==> config.mk <==
export PLATFORM = sky130hd
export DESIGN_NAME = cpm_core
export DESIGN_NICKNAME = d
export VERILOG_FILES = /design/src/hdl/cpm_pkg.sv /design/src/hdl/cpm_bit_tick.sv /design/src/hdl/cpm_core.sv /design/src/hdl/cpm_idle_detect.sv
export VERILOG_INCLUDE_DIRS = /design/src /design/src/hdl
export SDC_FILE = /design/constraint.sdc
export NUM_CORES = 1
export LEC_CHECK = 0
export ABC_CLOCK_PERIOD_IN_PS = 3100
export BUFFER_PORTS_ARGS = -buffer_cell sky130_fd_sc_hd__buf_2
export CORE_ASPECT_RATIO = 2
export CORE_MARGIN = 2
export CORE_UTILIZATION = 30
export DETAILED_ROUTE_END_ITERATION = 12
export GPL_TIMING_DRIVEN = 1
export SLEW_MARGIN = 20
export SYNTH_ARGS = -nofsm -noshare
export SYNTH_HDL_FRONTEND = slang
export SYNTH_SLANG_ARGS = --single-unit
==> constraint.sdc <==
create_clock -name pclk -period 3.1 [get_ports pclk]
set_clock_uncertainty 0.15 [all_clocks]
set_input_delay 0 -clock pclk [delete_from_list [all_inputs] [get_ports pclk]]
set_output_delay 0 -clock pclk [all_outputs]
set_load 0.01 [all_outputs]
==> src/hdl/cpm_defs.svh <==
// cpm_defs.svh - offsets, field positions, reset values and counts
// assumes: included by bare name from the cpm design and bench files
`ifndef CPM_DEFS_SVH
`define CPM_DEFS_SVH

// ==========================================================
// register byte offsets
`define CPM_MODE_OFS      8'h00
`define CPM_IER_OFS       8'h04
`define CPM_IDR_OFS       8'h08
`define CPM_IMR_OFS       8'h0C
`define CPM_SR_OFS        8'h10
`define CPM_BTR_OFS       8'h14
`define CPM_ECR_OFS       8'h18
`define CPM_TSTAMP_OFS    8'h1C
`define CPM_MB_MODE_OFS   8'h20
`define CPM_MB_STAT_OFS   8'h24
`define CPM_MB_LOW_OFS    8'h28
`define CPM_MB_HIGH_OFS   8'h2C
`define CPM_MB_CTRL_OFS   8'h30

// ==========================================================
// mode register fields
`define CPM_MODE_EN       0
`define CPM_MODE_LPM      1
`define CPM_MODE_ABD      2

// ==========================================================
// status / mask bit positions
`define CPM_SR_MB         0
`define CPM_SR_ERRA       16
`define CPM_SR_WARN       17
`define CPM_SR_ERRP       18
`define CPM_SR_BOFF       19
`define CPM_SR_SLEEP      20
`define CPM_SR_WAKE       21
`define CPM_SR_TOVF       22
`define CPM_SR_TSTP       23
`define CPM_IRQ_VALID     32'h00FF0001

// ==========================================================
// mailbox fields
`define CPM_MB_RDY        23
`define CPM_MB_LOST       24
`define CPM_MB_TCMD       23
`define CPM_MB_TYPE_LSB   24

// ==========================================================
// reset values and counts
`define CPM_BTR_RST       16'h0027
`define CPM_IDLE_BITS     4'hB
`define CPM_WARN_LIM      9'h060
`define CPM_PASS_LIM      9'h07F
`define CPM_BOFF_LIM      9'h0FF
`define CPM_TEC_STEP      9'h008
`define CPM_CNT_MAX       9'h1FF

`endif

==> src/hdl/cpm_pkg.sv <==
// cpm_pkg.sv - types shared by the cpm design files
// assumes: compiled before every cpm module
package cpm_pkg;

	// ==========================================================
	// controller state, gray along off-sync-active-sleep
	typedef enum logic [1:0] {
		CPM_OFF    = 2'h0,
		CPM_SYNC   = 2'h1,
		CPM_ACTIVE = 2'h3,
		CPM_SLEEP  = 2'h2
	} cpm_state_type;

	// ==========================================================
	// mailbox object type
	typedef enum logic [2:0] {
		CPM_MB_OFF  = 3'h0,
		CPM_MB_RX   = 3'h1,
		CPM_MB_RXOW = 3'h2
	} cpm_mbtype_type;

endpackage : cpm_pkg

==> src/hdl/cpm_bit_tick.sv <==
// cpm_bit_tick.sv - one pulse per nominal bit time
// assumes: bit_len is cycles per bit minus one, held steady while run
module cpm_bit_tick
	import cpm_pkg::*;
(
	input  wire logic        pclk,
	input  wire logic        presetn,
	input  wire logic        run,
	input  wire logic [15:0] bit_len,
	output logic             tick
);
	typedef struct packed {
		logic [15:0] cnt;   // cycles left in bit
		logic        tick;  // registered pulse
	} cpm_tick_type;

	cpm_tick_type cur;   // state
	cpm_tick_type next_cur; // next state

	// ==========================================================
	// reload counter; held at zero while stopped
	always_comb begin
		next_cur = cur;
		next_cur.tick = 1'b0;
		if (!run) begin
			next_cur.cnt = 16'h0000;
		end else if (cur.cnt == 16'h0000) begin
			next_cur.cnt = bit_len;
			next_cur.tick = 1'b1;
		end else begin
			next_cur.cnt = cur.cnt - 16'h0001;
		end
	end

	always_ff @(posedge pclk or negedge presetn) begin
		if (!presetn) begin
			cur <= '0;
		end else begin
			cur <= next_cur;
		end
	end

	assign tick = cur.tick;
endmodule : cpm_bit_tick

==> src/hdl/cpm_core.sv <==
// cpm_core.sv - power, enable, sync, interrupt mask and rx mailbox
// assumes: APB master on pclk; frame engine drives the event pulses
// and mailbox words synchronous to pclk; can_rx already synchronous
`include "cpm_defs.svh"

// How it works
// sleep waits until no transmit is pending
// sleep entry sets flag, masked interrupt
// sleep and wakeup flags clear each other
// sleep stops reception and error counters
// software waits for sleep before clock gating
// software restores clock, then clears request
// wake after eleven recessive bits only
// idle bus allows sending eleven bits later
// busy bus defers sync to interframe
// enable resets state, counters, error flags
// software sets bit timing before enable
// enable syncs then sets wakeup flag
// autobaud locks counters, software tunes timing
// disable/enable writes mask, masked at reset
// eight system sources plus mailbox source
// frame start/end captures timer, flags
// timer and timestamp clear on status read
// plain mode keeps first message, ready
// transfer command clears ready flag
// plain mode drops later messages, lost
// overwrite mode replaces data, sets lost
// software checks lost around data reads
// autobaud listens only, no ack, no send
module cpm_core
	import cpm_pkg::*;
(
	input  wire logic        pclk,
	input  wire logic        presetn,
	input  wire logic        psel,
	input  wire logic        penable,
	input  wire logic        pwrite,
	input  wire logic [7:0]  paddr,
	input  wire logic [31:0] pwdata,
	output logic [31:0]      prdata,
	output logic             pready,
	output logic             pslverr,
	input  wire logic        can_rx,
	input  wire logic        tx_pending,
	input  wire logic        frame_sof,
	input  wire logic        frame_eof,
	input  wire logic        rx_frame_valid,
	input  wire logic [31:0] rx_data_low,
	input  wire logic [31:0] rx_data_high,
	input  wire logic        rx_error,
	input  wire logic        tx_error,
	input  wire logic        rx_ok,
	input  wire logic        tx_ok,
	output logic             rx_enable,
	output logic             ack_enable,
	output logic             tx_permit,
	output logic             irq
);
	// ==========================================================
	// state
	typedef struct packed {
		cpm_state_type  st;       // controller state
		logic [2:0]     mode;     // enable, lpm, autobaud
		logic           en_d;     // enable last cycle
		logic [15:0]    btr;      // cycles per bit - 1
		logic [31:0]    imr;      // interrupt mask, 1 = on
		logic [8:0]     tec;      // transmit error count
		logic [8:0]     rec;      // receive error count
		logic           erra;     // error active
		logic           warn;     // warning level
		logic           errp;     // error passive
		logic           boff;     // bus off
		logic           sleep;    // sleep status
		logic           wake;     // wakeup status
		logic           tovf;     // timer rolled over
		logic           tstp;     // timestamp taken
		logic [15:0]    timer;    // free bit-time timer
		logic [15:0]    tstamp;   // captured timer
		cpm_mbtype_type mb_type;  // mailbox object type
		logic           mb_rdy;   // mailbox ready
		logic           mb_lost;  // message lost
		logic [31:0]    mb_low;   // data low word
		logic [31:0]    mb_high;  // data high word
		logic [31:0]    rdata;    // read data register
		logic           err;      // slave error
	} cpm_core_type;

	cpm_core_type cur;      // state
	cpm_core_type next_cur; // next state

	logic        bit_tick;  // one pulse per bit
	logic        idle_seen; // eleven recessive bits
	logic        setup;     // apb setup phase
	logic        wr;        // apb write access
	logic        rd;        // apb read access
	logic [31:0] sr;        // live status word
	logic        hit;       // address is mapped
	logic        cnt_run;   // error counters may move

	// ==========================================================
	// bit timing and idle detection
	cpm_bit_tick u_tick (
		.pclk    (pclk),
		.presetn (presetn),
		.run     (cur.st != CPM_OFF),
		.bit_len (cur.btr),
		.tick    (bit_tick)
	);

	// eleven recessive bits
	cpm_idle_detect u_idle (
		.pclk      (pclk),
		.presetn   (presetn),
		.enable    (cur.st == CPM_SYNC),
		.tick      (bit_tick),
		.can_rx    (can_rx),
		.idle_seen (idle_seen)
	);

	// ==========================================================
	// bus phases and status word
	assign setup = psel && !penable;
	assign wr    = psel && penable && pwrite;
	assign rd    = psel && penable && !pwrite;

	// system source layout
	always_comb begin
		sr = 32'h00000000;
		sr[`CPM_SR_MB]    = cur.mb_rdy;
		sr[`CPM_SR_ERRA]  = cur.erra;
		sr[`CPM_SR_WARN]  = cur.warn;
		sr[`CPM_SR_ERRP]  = cur.errp;
		sr[`CPM_SR_BOFF]  = cur.boff;
		sr[`CPM_SR_SLEEP] = cur.sleep;
		sr[`CPM_SR_WAKE]  = cur.wake;
		sr[`CPM_SR_TOVF]  = cur.tovf;
		sr[`CPM_SR_TSTP]  = cur.tstp;
	end

	// address decode, used only for the slave error
	always_comb begin
		case (paddr)
			`CPM_MODE_OFS, `CPM_IER_OFS, `CPM_IDR_OFS,
			`CPM_IMR_OFS, `CPM_SR_OFS, `CPM_BTR_OFS,
			`CPM_ECR_OFS, `CPM_TSTAMP_OFS, `CPM_MB_MODE_OFS,
			`CPM_MB_STAT_OFS, `CPM_MB_LOW_OFS,
			`CPM_MB_HIGH_OFS, `CPM_MB_CTRL_OFS: hit = 1'b1;
			default: hit = 1'b0;
		endcase
	end

	// counters stop in sleep
	// counters locked in autobaud
	assign cnt_run = (cur.st == CPM_ACTIVE) && !cur.mode[`CPM_MODE_ABD];

	// ==========================================================
	// next state: order of assignments sets priority, so
	// hardware sets placed after software clears win
	always_comb begin
		next_cur = cur;
		next_cur.en_d = cur.mode[`CPM_MODE_EN];

		// read data is captured in setup so access has no wait
		if (setup) begin
			next_cur.err = !hit;
			case (paddr)
				`CPM_MODE_OFS:    next_cur.rdata = {29'h0, cur.mode};
				`CPM_IMR_OFS:     next_cur.rdata = cur.imr;
				`CPM_SR_OFS:      next_cur.rdata = sr;
				`CPM_BTR_OFS:     next_cur.rdata = {16'h0, cur.btr};
				`CPM_ECR_OFS:     next_cur.rdata = {7'h0, cur.tec,
				                                    7'h0, cur.rec};
				`CPM_TSTAMP_OFS:  next_cur.rdata = {16'h0, cur.tstamp};
				`CPM_MB_MODE_OFS: next_cur.rdata = {5'h0, cur.mb_type,
				                                    24'h0};
				`CPM_MB_STAT_OFS: next_cur.rdata = {7'h0, cur.mb_lost,
				                                    cur.mb_rdy, 23'h0};
				`CPM_MB_LOW_OFS:  next_cur.rdata = cur.mb_low;
				`CPM_MB_HIGH_OFS: next_cur.rdata = cur.mb_high;
				default:          next_cur.rdata = 32'h00000000;
			endcase
		end

		// register writes; write-only registers read as zero
		if (wr) begin
			case (paddr)
				`CPM_MODE_OFS: next_cur.mode = pwdata[2:0];
				// enable and disable
				`CPM_IER_OFS: next_cur.imr = cur.imr
				                   | (pwdata & `CPM_IRQ_VALID);
				`CPM_IDR_OFS: next_cur.imr = cur.imr & ~pwdata;
				`CPM_BTR_OFS: next_cur.btr = pwdata[15:0];
				`CPM_MB_MODE_OFS: begin
					next_cur.mb_type = cpm_mbtype_type'(
					    pwdata[`CPM_MB_TYPE_LSB +: 3]);
					// arming the mailbox starts it empty
					next_cur.mb_rdy = 1'b0;
				end
				`CPM_MB_CTRL_OFS: begin
					// transfer command clears
					if (pwdata[`CPM_MB_TCMD]) begin
						next_cur.mb_rdy = 1'b0;
					end
				end
				default: ;
			endcase
		end

		// read side effects
		if (rd && paddr == `CPM_SR_OFS) begin
			// cleared on status read
			next_cur.tovf = 1'b0;
			next_cur.tstp = 1'b0;
		end
		if (rd && paddr == `CPM_MB_STAT_OFS) begin
			next_cur.mb_lost = 1'b0;
		end

		// free timer and event flags run while enabled
		if (cur.st != CPM_OFF && bit_tick) begin
			next_cur.timer = cur.timer + 16'h0001;
			if (cur.timer == 16'hFFFF) begin
				next_cur.tovf = 1'b1;
			end
		end
		// capture timer on frame edge
		if (cur.st == CPM_ACTIVE && (frame_sof || frame_eof)) begin
			next_cur.tstamp = cur.timer;
			next_cur.tstp = 1'b1;
		end

		// error counters move only when allowed
		if (cnt_run) begin
			if (tx_error) begin
				next_cur.tec = (cur.tec > `CPM_CNT_MAX - `CPM_TEC_STEP)
				             ? `CPM_CNT_MAX : cur.tec + `CPM_TEC_STEP;
			end else if (tx_ok && cur.tec != 9'h000) begin
				next_cur.tec = cur.tec - 9'h001;
			end
			if (rx_error && cur.rec != `CPM_CNT_MAX) begin
				next_cur.rec = cur.rec + 9'h001;
			end else if (rx_ok && cur.rec != 9'h000) begin
				next_cur.rec = cur.rec - 9'h001;
			end
		end

		// error flags follow the counters; autobaud still flags
		if (cur.st != CPM_OFF) begin
			next_cur.boff = cur.tec > `CPM_BOFF_LIM;
			next_cur.errp = !next_cur.boff
			    && (cur.tec > `CPM_PASS_LIM || cur.rec > `CPM_PASS_LIM);
			next_cur.erra = !next_cur.boff && !next_cur.errp;
			next_cur.warn = next_cur.erra
			    && (cur.tec > `CPM_WARN_LIM || cur.rec > `CPM_WARN_LIM);
		end

		// plain mode keeps first
		// plain mode drops, lost
		// overwrite replaces, lost
		if (rx_frame_valid && cur.st == CPM_ACTIVE) begin
			case (cur.mb_type)
				CPM_MB_RX: begin
					if (next_cur.mb_rdy) begin
						next_cur.mb_lost = 1'b1;
					end else begin
						next_cur.mb_low  = rx_data_low;
						next_cur.mb_high = rx_data_high;
						next_cur.mb_rdy  = 1'b1;
					end
				end
				CPM_MB_RXOW: begin
					if (next_cur.mb_rdy) begin
						next_cur.mb_lost = 1'b1;
					end
					next_cur.mb_low  = rx_data_low;
					next_cur.mb_high = rx_data_high;
					next_cur.mb_rdy  = 1'b1;
				end
				default: ;
			endcase
		end

		// controller state machine
		case (cur.st)
			CPM_OFF: begin
				// enable rising resets counters, error flags, timer
				if (cur.mode[`CPM_MODE_EN] && !cur.en_d) begin
					next_cur.st    = CPM_SYNC;
					next_cur.tec   = 9'h000;
					next_cur.rec   = 9'h000;
					next_cur.erra  = 1'b0;
					next_cur.warn  = 1'b0;
					next_cur.errp  = 1'b0;
					next_cur.boff  = 1'b0;
					next_cur.timer = 16'h0000;
				end
			end
			CPM_SYNC: begin
				if (!cur.mode[`CPM_MODE_EN]) begin
					next_cur.st = CPM_OFF;
				end else if (cur.mode[`CPM_MODE_LPM] && !tx_pending) begin
					// sleep request before sync completes
					next_cur.st    = CPM_SLEEP;
					next_cur.sleep = 1'b1;
					next_cur.wake  = 1'b0;
				end else if (idle_seen) begin
					// synced sets wakeup
					// wakeup clears sleep
					next_cur.st    = CPM_ACTIVE;
					next_cur.wake  = 1'b1;
					next_cur.sleep = 1'b0;
				end
			end
			CPM_ACTIVE: begin
				if (!cur.mode[`CPM_MODE_EN]) begin
					next_cur.st = CPM_OFF;
				// drain pending sends first
				end else if (cur.mode[`CPM_MODE_LPM] && !tx_pending) begin
					// sleep flag on entry
					// sleep clears wakeup
					next_cur.st    = CPM_SLEEP;
					next_cur.sleep = 1'b1;
					next_cur.wake  = 1'b0;
				end
			end
			CPM_SLEEP: begin
				if (!cur.mode[`CPM_MODE_EN]) begin
					next_cur.st = CPM_OFF;
				end else if (!cur.mode[`CPM_MODE_LPM]) begin
					// resync before any frame
					next_cur.st = CPM_SYNC;
				end
			end
			default: next_cur.st = CPM_OFF;
		endcase
	end

	// ==========================================================
	// state register; everything starts disabled and masked
	always_ff @(posedge pclk or negedge presetn) begin
		if (!presetn) begin
			cur         <= '0;
			cur.btr     <= `CPM_BTR_RST;
			cur.st      <= CPM_OFF;
			cur.mb_type <= CPM_MB_OFF;
		end else begin
			cur <= next_cur;
		end
	end

	// ==========================================================
	// outputs
	assign pready  = 1'b1;
	assign prdata  = cur.rdata;
	assign pslverr = cur.err && psel && penable;

	// no reception while asleep
	assign rx_enable  = (cur.st == CPM_ACTIVE);
	// listen only in autobaud
	assign ack_enable = rx_enable && !cur.mode[`CPM_MODE_ABD];
	// send right after sync
	assign tx_permit  = ack_enable;
	// level interrupt while set
	assign irq = |(sr & cur.imr);
endmodule : cpm_core

==> src/hdl/cpm_idle_detect.sv <==
// cpm_idle_detect.sv - counts consecutive recessive bits
// assumes: can_rx synchronous to pclk, sampled on bit ticks
`include "cpm_defs.svh"
module cpm_idle_detect
	import cpm_pkg::*;
(
	input  wire logic pclk,
	input  wire logic presetn,
	input  wire logic enable,
	input  wire logic tick,
	input  wire logic can_rx,
	output logic      idle_seen
);
	typedef struct packed {
		logic [3:0] cnt;  // recessive run length
	} cpm_idle_type;

	cpm_idle_type cur;      // state
	cpm_idle_type next_cur; // next state

	// ==========================================================
	// any dominant bit restarts the run, so a frame in
	// progress defers sync to the next interframe space
	always_comb begin
		next_cur = cur;
		if (!enable) begin
			next_cur.cnt = 4'h0;
		end else if (tick && !can_rx) begin
			next_cur.cnt = 4'h0;
		end else if (tick && cur.cnt != `CPM_IDLE_BITS) begin
			next_cur.cnt = cur.cnt + 4'h1;
		end
	end

	always_ff @(posedge pclk or negedge presetn) begin
		if (!presetn) begin
			cur <= '0;
		end else begin
			cur <= next_cur;
		end
	end

	assign idle_seen = enable && (cur.cnt == `CPM_IDLE_BITS);
endmodule : cpm_idle_detect

# Word level (Yosys, flattened, before mapping)
# Memory sizes are Yosys's and may differ from the RTL's.
# Index checks and enable logic that the tools add are counted.
# Widths: inputs -> output; s select.
[totals] memories=1 mem_bits_ro=64 latch_bits=0 ff_bits=235 ram_bits=0
[memory_table] name="(no name shown)" depth=64 width=1 rd=1 rd_ports_with_merged_regs=0 wr=0 line="cpm_core.sv:142" rtl="case (paddr)"
[classes] n_reduce_logical=54 mux=48 addsub=7 mul=0 shifts=0 eq_ne=31 magnitude_cmp=6 div=0 n_bitwise=4
[op_table] cell="$pmux 32 s10" count=1
[op_table] cell="$pmux 66 s2" count=1
[op_table] cell="$mux 16" count=5
[op_table] cell="$mux 66" count=1
[op_table] cell="$mux 64" count=1
[op_table] cell="$pmux 32 s2" count=1
[op_table] cell="$mux 9" count=5
[op_table] cell="$mux 22" count=2
[op_table] cell="$eq 8x6->1 const B" count=5
[op_table] cell="$gt 9x7->1 const B" count=4
[op_table] cell="$and 24x32->32" count=1
[op_table] cell="$and 32x32->32" count=1
[op_table] cell="$eq 8x5->1 const B" count=4
[op_table] cell="$not 32->32" count=1
[op_table] cell="$or 32x24->32" count=1
[op_table] cell="$reduce_or 32->1" count=1
[op_table] cell="$mux 2" count=13
[op_table] cell="$logic_and 1x1->1" count=23
[op_table] cell="$mux 18" count=1
[op_table] cell="$reduce_bool 9->1" count=2
[op_table] cell="$sub 9x1->9 const B" count=2
[op_table] cell="$add 16x1->16 const B" count=1
[op_table] cell="$eq 16x16->1 const B" count=1
[op_table] cell="$eq 8x4->1 const B" count=2
[op_table] cell="33 further kinds" count=70

# Logic depth before layout (Yosys ltp)
# Gate-level depths: netlist (run 1).
[depth] word_depth=9 depth_mapped=11 mapped_depth_nobuf=9

# Modules after synthesis
# From an unflattened synthesis (run 1), not the netlist that was laid out.
[unflattened] hier_cells=1066 hier_area_um2=12099.1
[modules_own_cells] module="cpm_core" area_each_um2=10870.4 cells_each=942 seq_area_each_um2=5360.1 instances=1
[modules_own_cells] module="cpm_bit_tick" area_each_um2=979.7 cells_each=100 seq_area_each_um2=425.4 instances=1
[modules_own_cells] module="cpm_idle_detect" area_each_um2=249.0 cells_each=24 seq_area_each_um2=100.1 instances=1

# Least setup slack after synthesis (run 1)
# Ideal clock, no wire load.
[synth_timing] path_type="reg-to-reg" start="register cur[145] (netlist bit)" end="register cur[149] (netlist bit)" t_arrival_ns=2.339 period_less_slack_ns=2.555 setup_slack_ns=0.545 path_stages_with_launch=12 n_path_buf=2 cell_sequence="dfrtp_1 > clkbuf_1 > and3_1 > and3_1 > and3_1 > ha_1 > nor2b_1 > clkbuf_1 > o21a_1 > nand2_1 > or4_1 > nand2_1"
[synth_rtl] element="start, declared" line="cpm_core.sv:88" rtl="cpm_core_type cur;"
[synth_rtl] element="start signal, assigned" line="cpm_core.sv:347" rtl="cur <= next_cur;"

# Worst setup path in the final report (run 1)
[layout_timing] start="input paddr[1]" end="register cur[39] (netlist bit)"
[layout_via] elab_chain_len=5
[layout_lines] element="start, declared" line="cpm_core.sv:38" rtl="input wire logic [7:0] paddr,"
[layout_lines] element="$eq 8x6->1" line="cpm_core.sv:186" rtl="case (paddr)"
[layout_lines] element="$pmux 1 s2 (*)" line="cpm_core.sv:186"
[layout_lines] element="$mux 1 (*)" line="cpm_core.sv:185" rtl="if (wr) begin"
[layout_lines] element="$ne 2x2->1 (no source line) (*)"
[layout_lines] element="$reduce_and 3->1 (no source line) (*)"
# Mark *: on every way between the ends. The rest lies on a longest branch, timed or not.
# A chain may end at the register's enable or synchronous reset.

==> results.py, run 1 <==
metrics = {
    "cts": {
        "cts_max_level": 1,
        "cts_tree": "yes",
        "clkSinkCount": 235,
        "insertion_delay_ps": 530,
        "cts_resized": 0,
        "cts_buffer_depth": 3,
        "post_cts_buffers": 0,
        "cts_buffers": 25,
        "cts.clk_slew.worst_paths_ps": 70,
        "postCtsHoldBufs": 124,
        "clockRootBuffer": "clkbuf_16",
    },
    "worst_setup_path": {
        "worstPathArrival_ps": 3250,
        "setup.worst_path.start_class": "primary input",
        "cp-end-kind": "register",
        "rr_worst_depth": 9,
        "critPathRequiredTime_ps": 3360,
        "path_max_fanout": 27,
        "r2r_end": "cur[150]",
        "crit_type": "primary input to register",
        "reg2reg_slack_ps": 230,
        "r2r_start": "cur[145]",
    },
    "yosys": {
        "synthDistinctLibCells": 89,
        "async_flop_share_pct": 100,
        "synth_warnings": 0,
        "synth-edff-count": 0,
        "synthesis.area_mm2": 0.0123,
        "yosysSeqAreaShare_pct": 47.8,
        "syn_area_per_cell_um2": 11.0,
        "syn_nets": 1256,
        "ys_ff_latch": 235,
        "yosys-top-cells-count": "dfrtp_1, nand2_1, nor2_1",
        "ys.flop_type": "dfrtp_1",
        "yosysTopAreaCell": "dfrtp_1",
        "synthCells": 1125,
        "yosysMostFrequentCell": "dfrtp_1",
        "synthTopCellsByArea": "dfrtp_1, mux2_4, mux2_2",
        "synth_top_cell_area_share_pct": 46.9,
    },
    "floorplanning": {
        "core_area_mm2": 0.0407,
        "die_area_mm2": 0.0428,
        "die_width_um": 147,
        "rows": 105,
        "fp.dieH_um": 291,
        "start_util_pct": 30.3,
        "ios": 156,
    },
    "timing": {
        "finalCritPeriodShare_pct": 96.3,
        "rsz0062_at_grt": "no",
        "worst_slew_pin_slew_ps": 1060,
        "drv_slew": 0,
        "setup-tns-final_ps": 0,
        "finalHoldViolations": 0,
        "fmax_mhz": 335,
        "setup_viol": 0,
        "layout_min_cycle_time_ps": 2990,
        "slew_headroom_pct": 29.5,
    },
    "hold_path": {
        "hold_depth": 3,
        "hp-start": "pwdata[27]",
        "hold_end": "cur[187]",
        "min_path_type": "primary input to register",
    },
    "place": {
        "dp_hpwl_um": 26200,
        "gp_congestion": 0.865,
        "place_area_mm2": 0.0134,
        "port_buffers": 154,
    },
    "detailed_routing": {
        "first_iter_violations": 549,
        "vias_per_cell": 5.04,
        "via_count": 9666,
        "post_drt_wl_per_cell_um": 19.2,
        "routed_wirelength_um": 36800,
        "ant_nets": 0,
        "firstDrtPassIters": 5,
        "remaining_drc_errors": 0,
    },
    "power": {
        "ir_drop_uv": 353,
        "p_per_area_mw_per_mm2": 435,
        "p_total_mw": 6.75,
        "leakage_nw": 7.06,
    },
    "global_routing": {
        "grt.total_usage_pct": 17.0,
        "grt_antenna_before_repair": 1,
        "grt_pass1_vias": 9789,
        "grt_remaining_overflow": 0,
        "grt_max_degree": 74,
        "grt_first_pass_wirelength_um": 57700,
    },
    "layout": {
        "finalInstanceArea_mm2": 0.0155,
        "nNetsFinal": 1492,
        "regArea_mm2": 0.00589,
        "multi_input_area_mm2": 0.00573,
        "drive_gt1_share_pct": 25.9,
        "syn2layout_area_growth_pct": 25.8,
        "num-fill-cells": 4012,
    },
    "run": {
        "maxCapViolations": 0,
    },
    "status": {
        "status": "complete, no violations",
    },
}
==> cells by family (layout without fill, tap and decap cells) <==
| family | count (synthesis) | in the layout | share of synthesized area [%] |
|---|---|---|---|
| AOI/OAI and AO/OA | 255 | 255 | 13.8 |
| xor gates and xnor gates | 27 | 27 | 1.92 |
| adders and majority gates | 13 | 13 | 1.32 |
| buffers and inverters | 114 | 369 | 5.86 |
| DFF | 235 | 235 | 47.8 |
| muxes | 147 | 147 | 14.9 |
| other | 1 | 2 | 0.0304 |
| and+or+nand+nor | 333 | 333 | 14.4 |
==> power by group <==
part / switching [mW] / internal, mW
Clock: 1.25 / 1.82
Sequential: 0.0474 / 3.10
Combinational: 0.284 / 0.249
==> flip-flops by register name (all words and copies together), names as in the netlist, named ones only <==
register and cells:
u_tick.tick 1, u_tick.cur 16, u_idle.cur 4, cur 173, prdata 32
==> worst max-delay path by stage <==
| stage | start | to | slack, ps |
|---|---|---|---|
| floorplan | cur[145] | cur[149] | 540 |
| finish | paddr[1] | cur[39] | 110 |
| global placement | cur[145] | cur[149] | 360 |
| global route | paddr[1] | cur[39] | 50 |
| detailed placement | cur[145] | cur[149] | 350 |
| CTS | paddr[1] | cur[39] | 150 |
==> cells in the final DEF (no fill, tap or decap), drive strengths merged, types with 24 or more instances in the layout <==
cell type    netlist  layout
mux2             109     109
nand2             94      94
buf               71     185
o21ai             65      65
dfrtp            231     231
nand3             29      29
a21oi             52      52
mux2i             38      38
nor3              25      25
a21boi            24      24
dlygate4sd3        0     123
nor2              73      73
clkbuf            28      37
==> through the flow <==
stage	worst slack, ps	utilization, %	cells	hold slack (ps)
4_1_cts	151	38.1	1915	28.6
2_1_floorplan	545	-	1125	-446
3_5_place_dp	353	32.9	1745	-99.5
3_3_place_gp	359	32.9	1745	-99.1
6_report	114	38.1	1916	48.3
5_1_grt	45.8	38.1	1916	64.0
==> area by class of cell <==
type,instances,share of cell area [%]
antenna,1,0.0161
timing repair buffer,308,14.9
sequential,235,38.0
inverter,15,0.363
tap,535,4.32
clock buffer,37,4.78
multi-input combinational,776,36.9
clock inverter,9,0.702
==> critical path, stage by stage <==
cell and delay (ps):
dlygate4sd3_1 550, buf_2 200, nor2_8 180, dlygate4sd3_1 690
nand3b_4 100, o41ai_4 410, o21ba_4 460, buf_12 290
mux2_1 340
==> per-layer routing <==
metal / vias up / part of all wire (%) / track usage [%]
met5: - / 0 / 0
met4: 0 / 2.5 / 4.39
met3: 62 / 6.6 / 3.16
met2: 351 / 45 / 26.6
met1: 4692 / 46 / 24.1
li1: 4561 / - / -
No activity file was read; power rests on OpenSTA's default activity.
==> run 2: changes to the inputs <==
PLACE_DENSITY_LB_ADDON = 0.05   (was not set)
==> results.py, run 2 (same netlist as run 1, synthesis figures left out) <==
metrics = {
    "floorplanning": {
        "core_area_mm2": 0.0407,
        "rows": 105,
        "fp.dieH_um": 291,
        "die_area_mm2": 0.0428,
        "start_util_pct": 30.3,
        "ios": 156,
        "die_width_um": 147,
    },
    "cts": {
        "cts_tree": "yes",
        "clockRootBuffer": "clkbuf_16",
        "clkSinkCount": 235,
        "cts_buffers": 26,
        "cts.clk_slew.worst_paths_ps": 60,
        "post_cts_buffers": 0,
        "cts_max_level": 1,
        "cts_buffer_depth": 3,
        "insertion_delay_ps": 550,
    },
    "timing": {
        "slew_headroom_pct": 35.5,
        "worst_slew_pin_slew_ps": 967,
        "drv_slew": 0,
        "finalHoldViolations": 0,
        "setup-tns-final_ps": 0,
        "fmax_mhz": 358,
        "rsz0062_at_grt": "no",
        "finalCritPeriodShare_pct": 90.1,
        "setup_viol": 0,
        "layout_min_cycle_time_ps": 2790,
    },
    "global_routing": {
        "grt_pass1_vias": 9867,
        "grt_first_pass_wirelength_um": 62400,
        "grt_remaining_overflow": 0,
        "grt_max_degree": 78,
        "grt_antenna_before_repair": 2,
        "grt.total_usage_pct": 18.9,
    },
    "layout": {
        "n_antenna_cell": 0,
        "syn2layout_area_growth_pct": 26.1,
        "largest_reg_flops": 173,
        "multi_input_area_mm2": 0.00573,
        "num-fill-cells": 4074,
        "finalInstanceArea_mm2": 0.0155,
        "top_register": "cur",
        "regArea_mm2": 0.00589,
        "fin_cells": 1922,
        "drive_gt1_share_pct": 26.2,
        "nNetsFinal": 1498,
        "most-common-layout-cells": "dfrtp_1, buf_2, dlygate4sd3_1",
        "layout_commonest_cell": "dfrtp_1",
    },
    "place": {
        "gp_congestion": 0.818,
        "dp.cells": 1750,
        "place_area_mm2": 0.0134,
        "port_buffers": 154,
        "dp_hpwl_um": 29500,
    },
    "worst_setup_path": {
        "path_buf_inv": 4,
        "crit_path_end": "cur[97]",
        "crit_family": "buffers and inverters",
        "path_depth": 8,
        "rr_worst_depth": 9,
        "critPathLaunch": "paddr[5]",
        "worstPathCellList": "dlygate4sd3_1, buf_2, and2b_1, nand2_1, o41ai_1, dlygate4sd3_1, o21ai_0, dlygate4sd3_1",
        "cp-end-kind": "register",
        "path_max_fanout": 11,
        "crit_path_max_incr_delay_ps": 610,
        "worstPathArrival_ps": 3080,
        "crit_path_frequent_cell": "dlygate4sd3_1",
        "r2r_end": "cur[150]",
        "crit_path_top_delay_cell": "dlygate4sd3_1",
        "crit_type": "primary input to register",
        "critPathRequiredTime_ps": 3390,
        "r2r_start": "cur[145]",
        "reg2reg_slack_ps": 360,
        "setup.worst_path.start_class": "primary input",
    },
    "hold_path": {
        "min_path_type": "primary input to register",
    },
    "detailed_routing": {
        "vias_per_cell": 5.01,
        "via_count": 9636,
        "post_drt_wl_per_cell_um": 21.3,
        "remaining_drc_errors": 0,
        "ant_nets": 0,
        "first_iter_violations": 526,
        "firstDrtPassIters": 5,
        "routed_wirelength_um": 40800,
    },
    "power": {
        "leakage_nw": 7.08,
        "p_total_mw": 6.78,
        "ir_drop_uv": 390,
        "p_per_area_mw_per_mm2": 437,
    },
    "status": {
        "status": "complete, no violations",
    },
    "run": {
        "maxCapViolations": 0,
    },
}
-- run 2: cell types whose count changed in the layout (fill, tap and decap cells not counted), moves of 2 or more --
cell,previous run,this run
clkbuf_16,25,27
clkinv_2,3,6
clkbuf_8,7,3
clkinv_4,2,0
buf_4,26,30
clkbuf_1,5,8
-- run 2: how the worst min path moves through the flow --
stage          slack (ps)                          to  cells past startpoint        from
6_report               20                    cur[191]                      3  pwdata[31]
5_1_grt                30                    cur[188]                      3  pwdata[28]
4_1_cts               0.7                    cur[191]                      3  pwdata[31]
3_5_place_dp          -90                    cur[172]                      1     presetn
3_3_place_gp         -100                    cur[201]                      1     presetn
2_1_floorplan        -450  asynchronous set/reset pin                      0     presetn
-- run 2: tightest hold or removal path, cell delays in order --
cell and delay [ps]:
dlygate4sd3_1 520, buf_2 90, a21boi_0 70
-- run 2: routing by layer --
metal  wire (µm)  vias up  track usage (%)  part of all wire [%]
li1            -     4568                -                     -
met1       18400     4767             25.5                    45
met2       20000      242             32.1                    49
met3        1510       55             2.07                   3.7
met4         909        4             4.85                   2.2
met5          30        -                0                 0.073
-- run 2: power by group --
part | total (mW) | internal, mW | switching (mW)
sequential | 3.14 | 3.10 | 0.0469
combinational | 0.544 | 0.251 | 0.293
clock | 3.10 | 1.76 | 1.34
-- run 2: metrics by stage --
stage | util (%) | hold WS, ps | worst slack (ps)
finish | 38.2 | 21.7 | 307
global route | 38.2 | 27.9 | 131
CTS | 38.2 | 0.654 | 258
detailed placement | 33.0 | -90.3 | 291
global placement | 33.0 | -97.0 | 365
floorplan | - | -446 | 545
-- run 2: layout make-up --
type	count	share of cell area (%)
sequential	235	37.9
multi-input combinational	776	36.9
timing repair buffer	313	15.2
clock buffer	38	4.81
tap	535	4.31
clock inverter	10	0.555
inverter	15	0.362
-- run 2: what timing repair did --
| item | in CTS | in global routing |
|---|---|---|
| endpoints found under the hold margin | 413 | 0 |
| hold buffers | 124 | 0 |
| resized for setup | 0 | 1 |
| endpoints found under the setup margin | 0 | 1 |
==> run 3: changes to the inputs <==
CORE_UTILIZATION = 59   (was 30)
PLACE_DENSITY = 0.81   (was not set)
PLACE_DENSITY_LB_ADDON = not set   (was 0.05)
==> results.py, run 3 (same netlist as run 1, synthesis figures left out) <==
metrics = {
    "status": {
        "status": "complete, no violations",
    },
    "detailed_routing": {
        "routed_wirelength_um": 37400,
        "first_iter_violations": 765,
        "via_count": 10273,
        "vias_per_cell": 6.27,
        "post_drt_wl_per_cell_um": 22.8,
        "firstDrtPassIters": 6,
        "ant_nets": 0,
        "remaining_drc_errors": 0,
    },
    "layout": {
        "multi_input_area_mm2": 0.00573,
        "nNetsFinal": 1486,
        "syn2layout_area_growth_pct": 21.8,
        "top_register": "cur",
        "regArea_mm2": 0.00589,
        "most-common-layout-cells": "dfrtp_1, buf_2, dlygate4sd3_1",
        "drive_gt1_share_pct": 25.8,
        "largest_reg_flops": 173,
        "fin_cells": 1638,
        "num-fill-cells": 1378,
        "layout_commonest_cell": "dfrtp_1",
    },
    "timing": {
        "drv_slew": 0,
        "setup-tns-final_ps": 0,
        "rsz0062_at_grt": "no",
        "timing.final.ws_setup_ps": 219,
        "setup_viol": 0,
        "slew_headroom_pct": 39.3,
        "fmax_mhz": 347,
        "layout_min_cycle_time_ps": 2880,
        "worst_slew_pin_slew_ps": 911,
        "finalHoldViolations": 0,
        "finalCritPeriodShare_pct": 92.9,
    },
    "worst_setup_path": {
        "crit_path_frequent_cell": "dlygate4sd3_1",
        "crit_path_top_delay_cell": "dlygate4sd3_1",
        "path_max_fanout": 20,
        "cp-end-kind": "register",
        "crit_path_max_incr_delay_ps": 660,
        "worstPathCellList": "dlygate4sd3_1, buf_2, nor2_8, dlygate4sd3_1, nand3b_4, o41ai_4, o21ba_4, buf_4, mux2_1",
        "critPathRequiredTime_ps": 3360,
        "worstPathArrival_ps": 3140,
        "setup.worst_path.start_class": "primary input",
        "crit_type": "primary input to register",
    },
    "cts": {
        "cts_resized": 0,
        "cts_max_level": 1,
        "cts_buffer_depth": 3,
        "cts_buffers": 21,
        "cts_tree": "yes",
        "post_cts_buffers": 0,
        "insertion_delay_ps": 530,
        "clkSinkCount": 235,
        "cts.clk_slew.worst_paths_ps": 70,
        "clockRootBuffer": "clkbuf_16",
        "postCtsHoldBufs": 121,
    },
    "global_routing": {
        "grt_max_degree": 90,
        "grt_remaining_overflow": 0,
        "grt_pass1_vias": 10879,
        "grt.total_usage_pct": 34.5,
        "grt_first_pass_wirelength_um": 59300,
        "grt_antenna_before_repair": 2,
    },
    "power": {
        "leakage_nw": 6.99,
        "ir_drop_uv": 480,
        "p_per_area_mw_per_mm2": 437,
    },
    "place": {
        "dp_hpwl_um": 25100,
        "port_buffers": 154,
        "dp.cells": 1477,
        "gp_congestion": 0.978,
        "place_ws_ps": 373,
    },
    "floorplanning": {
        "rows": 74,
        "die_width_um": 106,
        "die_area_mm2": 0.0221,
        "core_area_mm2": 0.0205,
        "fp.dieH_um": 208,
        "start_util_pct": 60.2,
        "ios": 156,
    },
    "run": {
        "maxCapViolations": 0,
    },
    "hold_path": {
        "min_path_type": "primary input to register",
    },
}
-- run 3: final timing paths --
check / startpoint / end / slack (ps) / cells after the start
min in group asynchronous: presetn / cur[123] / 480 / 3
min: pwdata[30] / cur[190] / 50 / 3
max: paddr[1] / cur[36] / 220 / 9
max in group asynchronous: presetn / cur[115] / 750 / 4
max reg2reg: cur[145] / cur[147] / 310 / 10
min reg2reg: prdata[30] / prdata[30] / 330 / 2
-- run 3: worst max-delay path: cells and delay by family --
kind	cells	cell delay [ps]
buf+inv	4	1780
compound gates	2	670
mux	1	370
simple gates	2	290
-- run 3: metal layers --
layer | up-vias | part of all wire (%) | global-route usage (%)
li1 | 4530 | - | -
met1 | 5051 | 35 | 39.1
met2 | 534 | 53 | 61.7
met3 | 156 | 6.1 | 3.95
met4 | 2 | 6.4 | 19.8
met5 | - | 0.035 | 0
-- run 3: per-stage QoR --
step | instance area (µm²) | hold slack [ps] | power, mW | utilization, %
6_report | 15000 | 51.9 | 6.56 | 73.4
2_1_floorplan | 12300 | -446 | 3.37 | -
5_1_grt | 15000 | 63.8 | 6.77 | 73.4
3_3_place_gp | 13000 | -54.5 | 3.60 | 63.7
4_1_cts | 15000 | 38.2 | 6.58 | 73.3
3_5_place_dp | 13000 | -58.8 | 3.60 | 63.7
-- run 3: final cells by class --
cell class | count | area share, %
Clock inverter | 13 | 1.23
Inverter | 15 | 0.375
Clock buffer | 25 | 3.80
Tap cell | 266 | 2.22
Multi-Input combinational cell | 776 | 38.2
Antenna cell | 2 | 0.0333
Timing Repair Buffer | 306 | 15.0
Sequential cell | 235 | 39.2
-- run 3: report_power, final --
group | leakage, nW | switching (mW) | total (mW) | internal [mW]
combinational | 3.38 | 0.293 | 0.543 | 0.250
clock | 0.369 | 1.21 | 2.88 | 1.67
sequential | 3.24 | 0.0454 | 3.14 | 3.09
